$ cat src/logic/blr_defines.svh
`ifndef BLR_DEFINES_SVH
`define BLR_DEFINES_SVH

`define BLR_OFS_ERR_STAT   32'h4000_0060
`define BLR_OFS_PROFILE    32'h4000_0064
`define BLR_OFS_IRQ_STAT   32'h4000_0068
`define BLR_OFS_IRQ_MASK   32'h4000_006c
`define BLR_OFS_RADIO_SEL  32'h4000_0074
`define BLR_OFS_PWR_TIM    32'h4000_0080
`define BLR_OFS_ADV_MAP    32'h4000_0090
`define BLR_OFS_ADV_TIM    32'h4000_00a0

`define BLR_ERR_W          11
`define BLR_BIT_ADV_UNDER  10
`define BLR_BIT_GAP_UNDER  9
`define BLR_BIT_PERMIT     8
`define BLR_BIT_EVT_PF     7
`define BLR_BIT_SCH_PF     6
`define BLR_BIT_SCH_ENTRY  5
`define BLR_BIT_SCH_MEM    4
`define BLR_BIT_RAD_MEM    3
`define BLR_BIT_PKT_MEM    2
`define BLR_BIT_RX_CRYPT   1
`define BLR_BIT_TX_CRYPT   0

`define BLR_RSEL_LSB       16
`define BLR_RSEL_MSB       20
`define BLR_RTRIP_LSB      24
`define BLR_RTRIP_MSB      30
`define BLR_RXUP_LSB       16
`define BLR_RXUP_MSB       23
`define BLR_TXDN_LSB       8
`define BLR_TXDN_MSB       11
`define BLR_TXUP_LSB       0
`define BLR_TXUP_MSB       7
`define BLR_ADVSP_MSB      13
`define BLR_MAP_MSB        2

`define BLR_RST_RSEL       5'h00
`define BLR_RST_RTRIP      7'h00
`define BLR_RST_RXUP       8'hd2
`define BLR_RST_TXDN       4'h3
`define BLR_RST_TXUP       8'hd2
`define BLR_RST_MAP        3'h7
`define BLR_RST_ADVSP      14'h0000
`define BLR_FIRST_ADV_CH   6'h25

`define BLR_US_NS          1000
`define BLR_CLK_NS         50
`define BLR_US_CYC         (`BLR_US_NS / `BLR_CLK_NS)

`endif

$ cat src/logic/blr_pkg.sv
`include "blr_defines.svh"
package blr_pkg;
   typedef enum logic [2:0] {
      RAD_IDLE,
      RAD_TX_UP,
      RAD_TX_ON,
      RAD_TX_DN,
      RAD_RX_UP,
      RAD_RX_ON
   } blr_radio_e;
   typedef logic [`BLR_ERR_W-1:0] blr_err_t;
endpackage

$ cat src/logic/blr_regs.sv
// Added by the designer: strobed register access.
`timescale 1ns/1ns
`include "blr_defines.svh"
module blr_regs (
   input  wire logic        clk,
   input  wire logic        srst,
   input  wire logic [31:0] addr,
   input  wire logic [31:0] wdata,
   input  wire logic        wr,
   input  wire logic        rd,
   output logic [31:0]      rdata,
   output logic             irq,
   input  wire logic        ifs_expire,
   input  wire logic        desc_busy,
   input  wire logic        permit_busy,
   input  wire logic        decrypt_busy,
   input  wire logic        permit_result_need,
   input  wire logic        evt_prefetch_instant,
   input  wire logic        evt_first_busy,
   input  wire logic        sched_prefetch_instant,
   input  wire logic        sched_first_busy,
   input  wire logic        sched_entry_load,
   input  wire logic        sched_entry_offset,
   input  wire logic        sched_mem_deadline,
   input  wire logic        sched_mem_pending,
   input  wire logic        radio_mem_deadline,
   input  wire logic        radio_mem_pending,
   input  wire logic        packet_mem_deadline,
   input  wire logic        packet_mem_pending,
   input  wire logic        rx_block_rcvd,
   input  wire logic        tx_block_send,
   input  wire logic        encrypt_ready,
   input  wire logic        tx_start,
   input  wire logic        tx_end,
   input  wire logic        rx_start,
   input  wire logic        rx_end,
   input  wire logic        adv_enable,
   input  wire logic        adv_pkt_sent,
   output logic [31:0]      diag_profile,
   output logic [4:0]       radio_select_field,
   output logic [6:0]       round_trip_latency,
   output logic             radio_power_en,
   output logic             radio_tx_en,
   output logic             radio_rx_en,
   output logic             adv_slot,
   output logic [5:0]       adv_channel
);
   localparam int USW = $clog2(`BLR_US_CYC);

   blr_pkg::blr_err_t err_r;
   blr_pkg::blr_err_t err_nxt;
   blr_pkg::blr_err_t ev;
   blr_pkg::blr_err_t ist_r;
   blr_pkg::blr_err_t ist_nxt;
   blr_pkg::blr_err_t imask_r;
   blr_pkg::blr_err_t imask_nxt;
   logic [31:0]       prof_r;
   logic [31:0]       prof_nxt;
   logic [4:0]        rsel_r;
   logic [4:0]        rsel_nxt;
   logic [6:0]        rtrip_r;
   logic [6:0]        rtrip_nxt;
   logic [7:0]        rxup_r;
   logic [7:0]        rxup_nxt;
   logic [3:0]        txdn_r;
   logic [3:0]        txdn_nxt;
   logic [7:0]        txup_r;
   logic [7:0]        txup_nxt;
   logic [2:0]        map_r;
   logic [2:0]        map_nxt;
   logic [13:0]       advsp_r;
   logic [13:0]       advsp_nxt;
   logic [31:0]       rdata_r;
   logic [31:0]       rdata_nxt;
   logic              prev_ofs_r;
   logic              prev_ofs_nxt;
   logic              entry_seen_r;
   logic              entry_seen_nxt;
   logic [USW-1:0]    pre_r;
   logic [USW-1:0]    pre_nxt;
   logic              tick_r;
   logic              tick_nxt;

   // Register writes
   always_comb begin
      prof_nxt   = prof_r;
      rsel_nxt   = rsel_r;
      rtrip_nxt  = rtrip_r;
      rxup_nxt   = rxup_r;
      txdn_nxt   = txdn_r;
      txup_nxt   = txup_r;
      map_nxt    = map_r;
      advsp_nxt  = advsp_r;
      imask_nxt  = imask_r;
      if (wr) begin
         unique case (addr)
            `BLR_OFS_PROFILE:   prof_nxt = wdata;
            `BLR_OFS_IRQ_MASK:  imask_nxt = wdata[`BLR_ERR_W-1:0];
            `BLR_OFS_RADIO_SEL: rsel_nxt = wdata[`BLR_RSEL_MSB:`BLR_RSEL_LSB];
            `BLR_OFS_PWR_TIM: begin
               rtrip_nxt = wdata[`BLR_RTRIP_MSB:`BLR_RTRIP_LSB];
               rxup_nxt  = wdata[`BLR_RXUP_MSB:`BLR_RXUP_LSB];
               txdn_nxt  = wdata[`BLR_TXDN_MSB:`BLR_TXDN_LSB];
               txup_nxt  = wdata[`BLR_TXUP_MSB:`BLR_TXUP_LSB];
            end
            `BLR_OFS_ADV_MAP:   map_nxt = wdata[`BLR_MAP_MSB:0];
            `BLR_OFS_ADV_TIM:   advsp_nxt = wdata[`BLR_ADVSP_MSB:0];
            default: ;
         endcase
      end
   end

   always_ff @(posedge clk) begin
      if (srst) begin
         prof_r   <= 32'h0000_0000;
         rsel_r   <= `BLR_RST_RSEL;
         rtrip_r  <= `BLR_RST_RTRIP;
         rxup_r   <= `BLR_RST_RXUP;
         txdn_r   <= `BLR_RST_TXDN;
         txup_r   <= `BLR_RST_TXUP;
         map_r    <= `BLR_RST_MAP;
         advsp_r  <= `BLR_RST_ADVSP;
         imask_r  <= '0;
      end else begin
         prof_r   <= prof_nxt;
         rsel_r   <= rsel_nxt;
         rtrip_r  <= rtrip_nxt;
         rxup_r   <= rxup_nxt;
         txdn_r   <= txdn_nxt;
         txup_r   <= txup_nxt;
         map_r    <= map_nxt;
         advsp_r  <= advsp_nxt;
         imask_r  <= imask_nxt;
      end
   end

   // Microsecond tick shared by all timers
   always_comb begin
      tick_nxt = (pre_r == USW'(`BLR_US_CYC - 1));
      pre_nxt  = tick_nxt ? '0 : pre_r + 1'b1;
   end

   always_ff @(posedge clk) begin
      if (srst) begin
         pre_r  <= '0;
         tick_r <= 1'b0;
      end else begin
         pre_r  <= pre_nxt;
         tick_r <= tick_nxt;
      end
   end

   // Radio power sequencer
   blr_pkg::blr_radio_e rad_r;
   blr_pkg::blr_radio_e rad_nxt;
   logic                ph_load;
   logic [7:0]          ph_val;
   logic                ph_done;

   always_comb begin
      rad_nxt = rad_r;
      ph_load = 1'b0;
      ph_val  = 8'h00;
      unique case (rad_r)
         blr_pkg::RAD_IDLE: begin
            if (tx_start) begin
               rad_nxt = blr_pkg::RAD_TX_UP;
               ph_load = 1'b1;
               ph_val  = txup_r;
            end else if (rx_start) begin
               rad_nxt = blr_pkg::RAD_RX_UP;
               ph_load = 1'b1;
               ph_val  = rxup_r;
            end
         end
         blr_pkg::RAD_TX_UP: if (ph_done) rad_nxt = blr_pkg::RAD_TX_ON;
         blr_pkg::RAD_TX_ON: begin
            if (tx_end) begin
               rad_nxt = blr_pkg::RAD_TX_DN;
               ph_load = 1'b1;
               ph_val  = {4'h0, txdn_r};
            end
         end
         blr_pkg::RAD_TX_DN: if (ph_done) rad_nxt = blr_pkg::RAD_IDLE;
         blr_pkg::RAD_RX_UP: if (ph_done) rad_nxt = blr_pkg::RAD_RX_ON;
         blr_pkg::RAD_RX_ON: if (rx_end) rad_nxt = blr_pkg::RAD_IDLE;
         default: rad_nxt = blr_pkg::RAD_IDLE;
      endcase
   end

   always_ff @(posedge clk) begin
      if (srst) begin
         rad_r <= blr_pkg::RAD_IDLE;
      end else begin
         rad_r <= rad_nxt;
      end
   end

   blr_us_timer #(.W(8)) u_phase (
      .clk   (clk),
      .srst  (srst),
      .tick  (tick_r),
      .load  (ph_load),
      .value (ph_val),
      .busy  (),
      .done  (ph_done)
   );

   // Advertising scheduler and spacing check
   logic        adv_load;
   logic        adv_done;
   logic        adv_on_r;
   logic        adv_on_nxt;
   logic [1:0]  ch_r;
   logic [1:0]  ch_nxt;
   logic        slot_r;
   logic        slot_nxt;
   logic [13:0] gap_r;
   logic [13:0] gap_nxt;
   logic        gap_seen_r;
   logic        gap_seen_nxt;
   logic        adv_short;

   // Next enabled channel after the current one, wrapping
   function automatic logic [1:0] next_ch(input logic [1:0] cur, input logic [2:0] m);
      logic [1:0] pick;
      logic [1:0] c;
      pick = cur;
      for (int k = 3; k >= 1; k--) begin
         c = 2'((int'(cur) + k) % 3);
         if (m[c]) pick = c;
      end
      return pick;
   endfunction

   always_comb begin
      adv_on_nxt   = adv_enable;
      adv_load     = adv_enable && (!adv_on_r || adv_done);
      ch_nxt       = ch_r;
      slot_nxt     = 1'b0;
      gap_nxt      = gap_r;
      gap_seen_nxt = gap_seen_r;
      adv_short    = 1'b0;
      // Empty map produces no slots rather than a bogus channel
      if (adv_enable && adv_done && (map_r != 3'h0)) begin
         ch_nxt   = next_ch(ch_r, map_r);
         slot_nxt = 1'b1;
      end
      if (!adv_enable) begin
         ch_nxt       = 2'h2;
         gap_seen_nxt = 1'b0;
      end
      if (tick_r && (gap_r != 14'h3fff)) begin
         gap_nxt = gap_r + 1'b1;
      end
      if (adv_enable && adv_pkt_sent) begin
         adv_short    = gap_seen_r && (gap_r < advsp_r);
         gap_nxt      = 14'h0000;
         gap_seen_nxt = 1'b1;
      end
   end

   always_ff @(posedge clk) begin
      if (srst) begin
         adv_on_r   <= 1'b0;
         ch_r       <= 2'h2;
         slot_r     <= 1'b0;
         gap_r      <= 14'h0000;
         gap_seen_r <= 1'b0;
      end else begin
         adv_on_r   <= adv_on_nxt;
         ch_r       <= ch_nxt;
         slot_r     <= slot_nxt;
         gap_r      <= gap_nxt;
         gap_seen_r <= gap_seen_nxt;
      end
   end

   blr_us_timer #(.W(14)) u_adv (
      .clk   (clk),
      .srst  (srst),
      .tick  (tick_r),
      .load  (adv_load),
      .value (advsp_r),
      .busy  (),
      .done  (adv_done)
   );

   // Error detection
   always_comb begin
      ev = '0;
      ev[`BLR_BIT_GAP_UNDER] = ifs_expire && (desc_busy || permit_busy || decrypt_busy);
      ev[`BLR_BIT_PERMIT]    = permit_result_need && permit_busy;
      ev[`BLR_BIT_EVT_PF]    = evt_prefetch_instant && evt_first_busy;
      ev[`BLR_BIT_SCH_PF]    = sched_prefetch_instant && sched_first_busy;
      ev[`BLR_BIT_SCH_ENTRY] = sched_entry_load && entry_seen_r && prev_ofs_r && !sched_entry_offset;
      ev[`BLR_BIT_SCH_MEM]   = sched_mem_deadline && sched_mem_pending;
      ev[`BLR_BIT_RAD_MEM]   = radio_mem_deadline && radio_mem_pending;
      ev[`BLR_BIT_PKT_MEM]   = packet_mem_deadline && packet_mem_pending;
      ev[`BLR_BIT_RX_CRYPT]  = rx_block_rcvd && decrypt_busy;
      ev[`BLR_BIT_TX_CRYPT]  = tx_block_send && !encrypt_ready;
      ev[`BLR_BIT_ADV_UNDER] = adv_short;
      prev_ofs_nxt   = sched_entry_load ? sched_entry_offset : prev_ofs_r;
      entry_seen_nxt = entry_seen_r || sched_entry_load;
      // Error flags accumulate until srst clears them; no write path reaches them
      err_nxt = err_r | ev;
      // Set beats a same-cycle write-one clear
      ist_nxt = ist_r;
      if (wr && (addr == `BLR_OFS_IRQ_STAT)) begin
         ist_nxt = ist_r & ~wdata[`BLR_ERR_W-1:0];
      end
      ist_nxt = ist_nxt | ev;
   end

   always_ff @(posedge clk) begin
      if (srst) begin
         err_r        <= '0;
         ist_r        <= '0;
         prev_ofs_r   <= 1'b0;
         entry_seen_r <= 1'b0;
      end else begin
         err_r        <= err_nxt;
         ist_r        <= ist_nxt;
         prev_ofs_r   <= prev_ofs_nxt;
         entry_seen_r <= entry_seen_nxt;
      end
   end

   // Read path, data one cycle after the strobe
   always_comb begin
      rdata_nxt = 32'h0000_0000;
      if (rd) begin
         unique case (addr)
            `BLR_OFS_ERR_STAT:  rdata_nxt = {21'h000000, err_r};
            `BLR_OFS_PROFILE:   rdata_nxt = prof_r;
            `BLR_OFS_IRQ_STAT:  rdata_nxt = {21'h000000, ist_r};
            `BLR_OFS_IRQ_MASK:  rdata_nxt = {21'h000000, imask_r};
            `BLR_OFS_RADIO_SEL: rdata_nxt = {11'h000, rsel_r, 16'h0000};
            `BLR_OFS_PWR_TIM:   rdata_nxt = {1'b0, rtrip_r, rxup_r, 4'h0, txdn_r, txup_r};
            `BLR_OFS_ADV_MAP:   rdata_nxt = {29'h00000000, map_r};
            `BLR_OFS_ADV_TIM:   rdata_nxt = {18'h00000, advsp_r};
            default:            rdata_nxt = 32'h0000_0000;
         endcase
      end
   end

   always_ff @(posedge clk) begin
      if (srst) begin
         rdata_r <= 32'h0000_0000;
      end else begin
         rdata_r <= rdata_nxt;
      end
   end

   assign rdata              = rdata_r;
   assign irq                = |(ist_r & imask_r);
   assign diag_profile       = prof_r;
   assign radio_select_field = rsel_r;
   assign round_trip_latency = rtrip_r;
   assign radio_power_en     = (rad_r != blr_pkg::RAD_IDLE);
   assign radio_tx_en        = (rad_r == blr_pkg::RAD_TX_ON);
   assign radio_rx_en        = (rad_r == blr_pkg::RAD_RX_ON);
   assign adv_slot           = slot_r;
   assign adv_channel        = `BLR_FIRST_ADV_CH + {4'h0, ch_r};
endmodule

$ cat src/logic/blr_us_timer.sv
`timescale 1ns/1ns
`include "blr_defines.svh"
module blr_us_timer #(
   parameter int W = 8
) (
   input  wire logic         clk,
   input  wire logic         srst,
   input  wire logic         tick,
   input  wire logic         load,
   input  wire logic [W-1:0] value,
   output logic              busy,
   output logic              done
);
   logic [W-1:0] cnt_r;
   logic [W-1:0] cnt_nxt;
   logic         busy_r;
   logic         busy_nxt;
   logic         done_r;
   logic         done_nxt;

   // Load restarts; a zero count finishes on the next edge
   always_comb begin
      cnt_nxt  = cnt_r;
      busy_nxt = busy_r;
      done_nxt = 1'b0;
      if (load) begin
         cnt_nxt  = value;
         busy_nxt = (value != '0);
         done_nxt = (value == '0);
      end else if (busy_r && tick) begin
         cnt_nxt = cnt_r - 1'b1;
         if (cnt_r == {{(W-1){1'b0}}, 1'b1}) begin
            busy_nxt = 1'b0;
            done_nxt = 1'b1;
         end
      end
   end

   always_ff @(posedge clk) begin
      if (srst) begin
         cnt_r  <= '0;
         busy_r <= 1'b0;
         done_r <= 1'b0;
      end else begin
         cnt_r  <= cnt_nxt;
         busy_r <= busy_nxt;
         done_r <= done_nxt;
      end
   end

   assign busy = busy_r;
   assign done = done_r;
endmodule

$ cat config.mk
export PLATFORM = sky130hd
export DESIGN_NAME = blr_regs
export DESIGN_NICKNAME = d
export VERILOG_FILES = /design/src/logic/blr_pkg.sv /design/src/logic/blr_regs.sv /design/src/logic/blr_us_timer.sv
export VERILOG_INCLUDE_DIRS = /design/src /design/src/logic
export SDC_FILE = /design/constraint.sdc
export NUM_CORES = 1
export LEC_CHECK = 0
export ABC_AREA = 1
export BUFFER_PORTS_ARGS = -buffer_cell sky130_fd_sc_hd__buf_2
export CAP_MARGIN = 20
export CORE_MARGIN = 2
export CORE_UTILIZATION = 58
export CTS_BUF_LIST = sky130_fd_sc_hd__clkbuf_8
export CTS_CLUSTER_SIZE = 30
export DETAILED_ROUTE_END_ITERATION = 8
export MAX_ROUTING_LAYER = met4
export PLACE_DENSITY = 0.81
export SETUP_SLACK_MARGIN = 0.2
export SYNTH_ARGS = -nofsm -noshare
export SYNTH_HDL_FRONTEND = slang
export SYNTH_SLANG_ARGS = --single-unit
$ cat constraint.sdc
create_clock -name clk -period 2.5 [get_ports clk]
set_clock_uncertainty 0.2 [all_clocks]
set_input_delay 0 -clock clk [delete_from_list [all_inputs] [get_ports clk]]
set_output_delay 0 -clock clk [all_outputs]
set_load 0.005 [all_outputs]
# == Yosys cells after proc, flatten, opt, wreduce, memory -nomap -nowiden ==
# Index checks and enable logic that the tools add are counted.
# classes
add_sub_neg,8
order_cmp,4
n_reduce_logical,55
shift,0
n_bitwise,7
n_eq_ne,24
mux,47
div,3
multipliers,0
# ops
op,count
"32-bit by 31-bit == test with 1-bit output, second input constant",8
32-bit one-hot mux with 8 select lines,1
"32-bit by 3-bit remainder unit with 32-bit output, second input constant",3
8-bit 2-to-1 mux,4
14-bit 2-to-1 mux,2
11-bit bitwise AND,2
1-bit 2-to-1 mux,22
11-bit bitwise OR,2
1-bit logical AND,21
3-bit 2-to-1 mux,7
3-bit one-hot mux with 6 select lines,1
2-bit AND reduction,9
8-bit one-hot mux with 2 select lines,1
"14-bit by 1-bit adder with 14-bit output, second input constant",1
"14-bit by 1-bit == test with 1-bit output, second input constant",1
14-bit zero test,1
14-bit less-than comparator,1
"14-bit inequality test, second input constant",1
14-bit nonzero test,1
"14-bit by 1-bit subtractor with 14-bit output, second input constant",1
11-bit 2-to-1 mux,1
11-bit NOT,1
11-bit OR reduction,1
"2-bit by 3-bit less-than comparator with 1-bit output, second input constant",3
27 further kinds,52
# totals
regBits,202
ramBits,0
memories,0
out_inout_bits,87
latch_bits,0
mem_bits_ro,0

# == Logic depth before layout (Yosys ltp) ==
# Gate-level depths: netlist (run 1).
# logic_depth
ltp_word,7
depth_mapped,13
ltp_nobuf,12

# == Hierarchy ==
# From an unflattened synthesis (run 1), not the netlist that was laid out.
# hier_totals
cells_unflattened,1435
area_unflattened_um2,9907.0
# modules_own_cells
module,area_per_inst_um2,cells_each,seq_area_each_um2,n_inst
blr_regs,8129.0,1152,3523.4,1
blr_us_timer (u_adv),1112.3,184,320.3,1
blr_us_timer (u_phase),665.6,99,200.2,1

# == Least setup slack after synthesis (run 1) ==
# No wires, ideal clock.
# synth_timing
path_kind,reg-to-reg
from,reg gap_r[0]
to,reg gap_r[4]
path_slack_ps,574
n_path_buf,1
stages_incl_launch_ff,14
arrival_ps,1611
synth_period_minus_slack_ps,1926
required_time_ps,2184
setup_ps,116
cell_sequence,dfxtp_1 -> ha_1 -> nand2_1 -> nor2_1 -> nand2_1 -> nor2_1 -> nand3_1 -> nand2_2 -> inv_1 -> buf_4 -> nand2_1 -> nor2_1 -> o21ai_0 -> nor2_1
# synth_between
elab_chain_len,2
elab_cells_between_ends,3
cone_classes,add/sub (1); eq/ne (1); reduce/logical (1)
# synth_rtl
item,line,source
"start, declared",blr_regs.sv:218,logic [13:0] gap_r;
"start signal, assigned",blr_regs.sv:274,gap_r <= gap_nxt;
branches (longest 2 deep; another with 14-bit by 1-bit adder with 14-bit output),-,
# Several ways; the timed one is not identified.
# A chain may end at the register's enable or synchronous reset.

# == Worst setup path after layout (run 1) ==
# layout_timing
from,in addr[4]
to,reg map_r[0]
# layout_between
elab_chain_len,2
# layout_rtl
item,line,source
"start, declared",blr_regs.sv:7,"input wire logic [31:0] addr,"
32-bit by 31-bit == test with 1-bit output,blr_regs.sv:96,unique case (addr)
2-bit AND reduction (no source line),-,
"end signal, assigned",blr_regs.sv:121,map_r <= `BLR_RST_MAP;
"end signal, assigned",blr_regs.sv:131,map_r <= map_nxt;
"end, declared",blr_regs.sv:69,logic [2:0] map_r;
# No other way between the ends.

==> results by group, run 1 <==
Drt
  • DRC: 0
  • First-pass iteration count of the detailed router: 7
  • Per-cell via count in the routed design: 5.65
  • DR vias: roughly 11000
  • Final WL: ~31 mm
  • WL per Instance: 16.8 um
  • Violation count after the first detailed-routing iteration: 1039
  • Final antenna-violating net count: 0

Logic synthesis
  • Total standard cell area after synthesis: just under 10000 um2
  • Number of enable-type register cells in the synthesized netlist: 0
  • Multiplexer fraction of the synthesized cell area: 0
  • Cell type with the highest aggregate area in the netlist: dfxtp_1
  • Primary FF master, synth: dfxtp_1
  • Mean area per synthesized cell: between 7 and 8 um2
  • Cells after Synth: about 1300
  • Unique cell type count in the Yosys netlist: 48
  • Fraction of synthesized cell area in xor and xnor cells: 0.0107
  • Simple-gate share of the synthesized area: 0.268
  • Share of the synthesized area in the top cell type: 0.413
  • Count of synthesis-stage warnings from yosys: 0
  • Proportion of synthesized flip-flops having asynchronous set or reset: 0
  • Net count after synthesis: 1451
  • Top cells by area, synth: dfxtp_1 (41%), nand2_1 (10%), nor2_1 (6.0%)
  • Synthesized flop and latch total: 202
  • Post-synthesis share of cell area spent on full adders, half adders and majority gates: 0.0307
  • Compound-Gate Fraction of Synth Area: 0.186
  • Main combinational cell family by area after synthesis: simple AND/OR/NAND/NOR gates
  • Sequential fraction of the synthesis area: 0.413

Power and ir drop
  • Static leakage: 5.87 nW
  • Peak supply drop: slightly below 0.0006 V
  • PwrDens: 600 nW/um2

Global routing
  • Number of global-route vias before repair: 9963
  • GRT Residual Overflow: 0
  • Initial antenna violation count: 1
  • Largest net degree at the start of global routing: 72
  • Total GRT Usage: 0.352
  • First-pass GRT wire length: 49.2 mm

Placed design
  • Placer Congestion: ~1.1
  • Number of port buffers: ~180
  • Sum of net half-perimeters after detailed placement: roughly 21 mm

Die
  • Die X-Extent: 134 um
  • Vertical die dimension: between 100 and 150 um
  • Floorplan core area: 16500 um2
  • Die Footprint: 17900 um2
  • Initial core utilization: 0.592
  • Standard-cell row count: 47
  • IO Count: 181

Timing
  • Max frequency: about 460 MHz
  • Portion of the clock cycle consumed by the worst path in the final layout: 0.866
  • Final setup TNS: 0 ns
  • WHS: -0.000433 ns
  • Max-slew violations: 0
  • Final Hold Viols: 1
  • Relative slew slack: 0.547
  • Transition time of the tightest slew-check pin: 0.679 ns
  • Count of endpoints failing setup in the final report: 0
  • Setup repair after global routing missed its margin: false
  • Final Critical Period: approximately 2.2 ns

Run status
  • Violations in the final reports: negative hold slack
  • Status: finished with violations

Clocking
  • H-tree level count: 2
  • Later-pin clock latency in the skew report: approximately 0.53 ns
  • CTS tree: built
  • Number of buffers added by the clock tree synthesis step: 35
  • Sink count of the clock tree: 202
  • Clock slew at reported path FFs: roughly 0.060 ns
  • Root Buffer Master: clkbuf_8
  • Deepest clock path buffer count: 3

Worst setup path
  • Worst path arrival time: around 2.4 ns
  • RR Endpoint: gap_r[8]$_SDFFE_PP0P_
  • Crit Path Class: input port to register
  • R2R Setup Slk: ~0.35 ns
  • Worst R2R Start: gap_r[0]$_SDFFE_PP0P_
  • Type of element launching the critical path: input port
  • Peak fanout along the critical path: 5
  • Req. time, crit path: ~2.8 ns
  • Number of cells on the worst reg-to-reg path: 11
  • Crit path capture type: register

Job
  • Count of maximum capacitance violations: 0

Min path
  • Type of the worst min-delay path: input port to register
  • Hold Path Depth: 7
  • Worst hold path startpoint: addr[0]
  • Worst hold endpoint: diag_profile[12]$_SDFFE_PP0P_

Cells and area
  • Share of layout cells above drive strength 1: 0.205
  • Area Growth Syn to Fin: 28.4%
  • Register area: 4040 um2
  • Number of nets in the layout: approximately 1700
  • Final design utilization: 0.760
  • Area of the multi-input gates: 4880 um2
  • Number of filler instances in the final layout: 1222
[synth_stat cells, types with 15 or more instances]
master and n:
nand2_1 268, dfxtp_1 202, nor2_1 156, inv_1 141
a21oi_1 100, o21ai_0 72, nand3_1 67, o21ai_1 36
a21oi_2 29, nand4_1 29, nor3_1 25, ha_1 24
buf_2 18, a211oi_1 16, clkbuf_1 15
[registers in the layout (all words and copies together), names as in the netlist, 7 cells and up]
register            count
txup_r                  8
imask_r                11
round_trip_latency      7
rdata                  32
err_r                  11
gap_r                  14
ist_r                  11
u_phase.cnt_r           8
rxup_r                  8
advsp_r                14
diag_profile           32
u_adv.cnt_r            14
[layout make-up]
cell class / count / area share
multi-input cells: 929 / 0.388
repair inverters: 1 / 0.000597
diodes: 3 / 0.000597
flip-flops and latches: 202 / 0.322
inverters: 147 / 0.0444
repair buffers: 299 / 0.167
well taps: 220 / 0.0219
clock buffers: 43 / 0.0471
clock inverters: 18 / 0.00866
[kinds of logic (layout without fill, tap and decap cells)]
logic type                 after synthesis  after routing
other                                    2              5
buffers and inverters                  202            508
AOI/OAI and AO/OA                      305            305
adders and majority gates               24             24
xor gates and xnor gates                12             12
and+or+nand+nor                        586            586
DFF                                    202            202
[cell usage in the layout (no fill, tap or decap), drive strengths merged, types with 3 or more instances in the layout]
cell type and n:
a211oi 16, clkinv 5, or2 10, o22ai 6, inv 155, dlygate4sd3 93, dfxtp 202, a21oi 129
clkbuf 43, xor2 7, a31oi 12, nand3 70, o211ai 19, nor3 26, diode 3, ha 24
buf 204, nor2 169, xnor2 5, nand4 29, o21ai 109, nand2 277, o21a 5, nor4 3
clkinvlp 5
[metal layers]
metal | GRT usage | vias to the layer above | share of wire
li1 | - | 4980 | -
met1 | 0.424 | 4862 | 0.39
met2 | 0.579 | 552 | 0.48
met3 | 0.0525 | 135 | 0.087
met4 | 0.172 | 0 | 0.049
met5 | - | - | 0
[repair_timing]
| item | in CTS | in global routing |
|---|---|---|
| setup buffers | 0 | 5 |
| hold endpoints to repair | 192 | 0 |
| hold buffers | 95 | 0 |
| gates resized for setup | 0 | 9 |
| endpoints found under the setup margin | 0 | 10 |
[through the flow]
stage / cell area (um2) / power, mW / instances / setup slack, ns
6_report: 12600 / 7.53 / 1862 / 0.336
5_1_grt: 12600 / 7.81 / 1862 / 0.191
4_1_cts: 12500 / 7.50 / 1853 / 0.203
3_5_place_dp: 10800 / 4.43 / 1697 / 0.305
3_3_place_gp: 10800 / 4.42 / 1697 / 0.406
2_1_floorplan: 9790 / 4.13 / 1333 / 0.574
[where the power goes]
group	total, mW	internal (mW)	switching [mW]
clock network	3.04	1.66	1.38
logic	1.10	0.428	0.672
registers	3.39	3.32	0.0759
total	7.53	5.40	2.13
[worst max-delay path, cell delays in order]
cell	delay [ns]
buf_2	0.14
dlygate4sd3_1	0.71
nand3_1	0.19
dlygate4sd3_1	0.65
o211ai_1	0.16
dlygate4sd3_1	0.56
[worst max path at each step]
stage	startpoint	endpoint	slack [ns]	cells after the start
3_5_place_dp	gap_r[0]$_SDFFE_PP0P_	gap_r[8]$_SDFFE_PP0P_	0.31	11
2_1_floorplan	gap_r[0]$_SDFFE_PP0P_	gap_r[4]$_SDFFE_PP0P_	0.57	13
5_1_grt	gap_r[0]$_SDFFE_PP0P_	gap_r[8]$_SDFFE_PP0P_	0.19	11
3_3_place_gp	gap_r[0]$_SDFFE_PP0P_	gap_r[8]$_SDFFE_PP0P_	0.41	11
6_report	addr[4]	map_r[0]$_SDFFE_PP1P_	0.34	6
4_1_cts	addr[3]	diag_profile[15]$_SDFFE_PP0P_	0.20	8
No activity file was read; power rests on OpenSTA's default activity.
==> run 2, diff against run 1 <==
--- a/config.mk
+++ b/config.mk
@@ -19,4 +19,5 @@
 export SETUP_SLACK_MARGIN = 0.2
 export SYNTH_ARGS = -nofsm -noshare
 export SYNTH_HDL_FRONTEND = slang
+export SYNTH_HIERARCHICAL = 1
 export SYNTH_SLANG_ARGS = --single-unit
==> results by group, run 2 <==
Power and ir drop
  • Switching component of the power: around 2.2 mW
  • Static leakage: 6.15 nW
  • Peak supply drop: about 0.00053 V
  • PwrDens: 597 nW/um2
  • Total internal power: between 5 and 6 mW
  • Share of power burned in the clock network: 0.392
  • Reg power frac: 0.446
  • Logic gate share of total power: 0.162
  • Net switching fraction of the power: 0.290

Cells and area
  • Register area: slightly above 4000 um2
  • Number of filler instances in the final layout: 1214
  • Final design utilization: 0.767
  • Leading cell type in the layout, fill and taps excluded: nand2_1
  • Area of the multi-input gates: a little under 5000 um2
  • Share of layout cells above drive strength 1: 0.185
  • Area Growth Syn to Fin: 28.9%
  • Post-route non-filler standard cell count: about 2000
  • Number of nets in the layout: roughly 1800
  • Commonest non-fill, non-tap cells in the layout: nand2_1 (304), inv_1 (211), dfxtp_1 (202)

Drt
  • DR vias: around 11000
  • Final WL: about 33 mm
  • Violation count after the first detailed-routing iteration: approximately 1200
  • Per-cell via count in the routed design: ~5.6
  • Final antenna-violating net count: 0
  • WL per Instance: 16.9 um
  • First-pass iteration count of the detailed router: 7
  • DRC: 0

Placed design
  • Sum of net half-perimeters after detailed placement: ~21 mm
  • Number of port buffers: roughly 180
  • Placer Congestion: about 0.99
  • Post-Place Cells: 1811

Clocking
  • Root Buffer Master: clkbuf_8
  • Number of buffers added by the clock tree synthesis step: 34
  • CTS tree: built
  • Sink count of the clock tree: approximately 200
  • H-tree level count: 2
  • Deepest clock path buffer count: 3
  • Later-pin clock latency in the skew report: 0.53 ns
  • Clock slew at reported path FFs: roughly 0.06 ns

Logic synthesis
  • Proportion of synthesized flip-flops having asynchronous set or reset: 0
  • Multiplexer fraction of the synthesized cell area: 0
  • Primary FF master, synth: dfxtp_1
  • Cell type with the highest aggregate area in the netlist: dfxtp_1
  • Fraction of synthesized cell area in xor and xnor cells: 0.00707
  • Mean area per synthesized cell: around 7 um2
  • Total standard cell area after synthesis: 9910 um2
  • Unique cell type count in the Yosys netlist: between 50 and 60
  • Number of enable-type register cells in the synthesized netlist: 0
  • Synthesized flop and latch total: between 200 and 250
  • Net count after synthesis: 1553
  • Cells after Synth: between 1000 and 1500
  • Compound-Gate Fraction of Synth Area: 0.159
  • Share of the synthesized area in the top cell type: 0.408
  • Most common cell in the netlist: nand2_1
  • Count of synthesis-stage warnings from yosys: 6
  • Post-synthesis share of cell area spent on full adders, half adders and majority gates: 0.0303
  • Main combinational cell family by area after synthesis: simple AND/OR/NAND/NOR gates
  • Sequential fraction of the synthesis area: 0.408
  • Ranking of synthesized cells by instance count: nand2_1 (304), dfxtp_1 (202), inv_1 (202)
  • Simple-gate share of the synthesized area: 0.286
  • Top cells by area, synth: dfxtp_1 (41%), nand2_1 (12%), inv_1 (7.7%)

Run status
  • Violations in the final reports: negative hold slack
  • Status: finished with violations

Worst setup path
  • Stages on the worst setup path: 12
  • Stage delay of the slowest cell on the critical path: 0.61 ns
  • Buffering stage count on the worst path with inverters included: 3
  • Type of element launching the critical path: input port
  • Family with the most delay on the worst path: buffers and inverters
  • Req. time, crit path: 2.75 ns
  • Peak fanout along the critical path: 27
  • Worst path most repeated cell: nor2_1
  • Worst path arrival time: about 2.6 ns
  • Crit path capture type: register
  • Number of cells on the worst reg-to-reg path: 11
  • Cell with the largest stage delay on the worst path: dlygate4sd3_1
  • Crit Path Class: input port to register
  • CP cell instances: dlygate4sd3_1 > buf_2 > nor2_2 > nand3_1 > dlygate4sd3_1 > nor2_1 > nand2_1 > nand2_1 > nor2_1 > nand2_2 > nand2_8 > nor2_1

Timing
  • Transition time of the tightest slew-check pin: roughly 0.63 ns
  • Final setup TNS: 0 ns
  • Portion of the clock cycle consumed by the worst path in the final layout: 0.935
  • Final Hold Viols: 1
  • Setup repair after global routing missed its margin: true
  • Max frequency: 428 MHz
  • WHS: -0.0241 ns
  • Relative slew slack: 0.577
  • Count of endpoints failing setup in the final report: 0
  • Final Critical Period: 2.34 ns
  • Max-slew violations: 0

Min path
  • Hold Path Depth: 8
  • Type of the worst min-delay path: input port to register

Die
  • Vertical die dimension: ~130 um
  • Die Footprint: approximately 18000 um2
  • Floorplan core area: between 15000 and 20000 um2
  • Die X-Extent: ~130 um
  • Standard-cell row count: between 40 and 50
  • IO Count: about 180
  • Initial core utilization: 0.595

Global routing
  • Initial antenna violation count: 1
  • Largest net degree at the start of global routing: 58
  • Number of global-route vias before repair: about 10000
  • GRT Residual Overflow: 0
  • Total GRT Usage: 0.363
  • First-pass GRT wire length: just over 50 mm

Job
  • Count of maximum capacitance violations: 0
==> run 2: changes by cell type after synthesis, moves of 8 or more <==
cell	change
nand2_1	+36
inv_1	+61
nor2_1	+15
o21ai_1	-27
o21ai_0	+36
nand3_1	+15
a21oi_2	-28
a21oi_1	+8
nand4_1	-18
==> run 2: per-layer routing <==
| layer | up-vias | wire (um) | GRT usage |
|---|---|---|---|
| met2 | 750 | 15100 | 0.565 |
| met4 | 0 | 1610 | 0.180 |
| met3 | 175 | 3360 | 0.0683 |
| li1 | 5215 | - | - |
| met1 | 4989 | 13300 | 0.452 |
| met5 | - | 0 | - |
==> run 2: logic make-up (layout without fill, tap and decap cells) <==
kind of cell | after synthesis | after routing
flip-flops | 202 | 202
XOR/XNOR | 8 | 8
other | 2 | 3
AO/OA/AOI/OAI | 285 | 285
AND/OR/NAND/NOR | 651 | 652
buffers and inverters | 263 | 580
adder cells (fa/ha/maj) | 24 | 24
==> run 2: final cells by class <==
type | instances | area share
inverters | 215 | 0.0649
multi-input cells | 971 | 0.380
clock inverters | 16 | 0.00735
well taps | 220 | 0.0216
flip-flops and latches | 202 | 0.317
repair buffers | 307 | 0.164
clock buffers | 42 | 0.0453
diodes | 1 | 0.000196
==> run 2: repair_timing <==
action	CTS	global route
hold buffers	91	0
gates resized for setup	0	14
setup buffers	0	12
hold endpoints to repair	168	0
endpoints found under the setup margin	0	114
==> run 2: worst paths after layout <==
| check | start | to | slack, ns |
|---|---|---|---|
| max | addr[1] | rdata[1]$_SDFF_PP0_ | 0.16 |
| max reg2reg | rad_r[2]$_SDFFE_PP0P_ | u_phase/cnt_r[7]$_SDFFE_PP0P_ | 0.32 |
| min reg2reg | err_r[5]$_SDFF_PP0_ | err_r[5]$_SDFF_PP0_ | 0.25 |
| min | addr[25] | rdata[31]$_SDFF_PP0_ | -0.02 |
==> run 2: through the flow <==
stage	total power [mW]	setup WS (ns)	cell area [um2]
floorplan	4.19	0.609	9910
global placement	4.49	0.384	11000
detailed placement	4.49	0.343	11000
CTS	7.53	0.319	12600
global route	7.91	0.0453	12800
finish	7.62	0.161	12800
==> run 2: tightest hold or removal path, cell delays in order <==
cell and delay, ns:
buf_2 0.08, nor2_1 0.03, nand2_1 0.06, nor2_2 0.06, nand2_4 0.15, nor2_8 0.08, nand2_8 0.14, nor2_1 0.05
==> run 2: power by group through the flow <==
stage | registers (mW) | clock network [mW] | logic [mW]
after floorplan | 3.45 | 0 | 0.740
after global placement | 3.46 | 0 | 1.02
after detailed placement | 3.46 | 0 | 1.03
after CTS | 3.40 | 2.97 | 1.17
after global routing | 3.41 | 3.13 | 1.36
final | 3.40 | 2.99 | 1.24
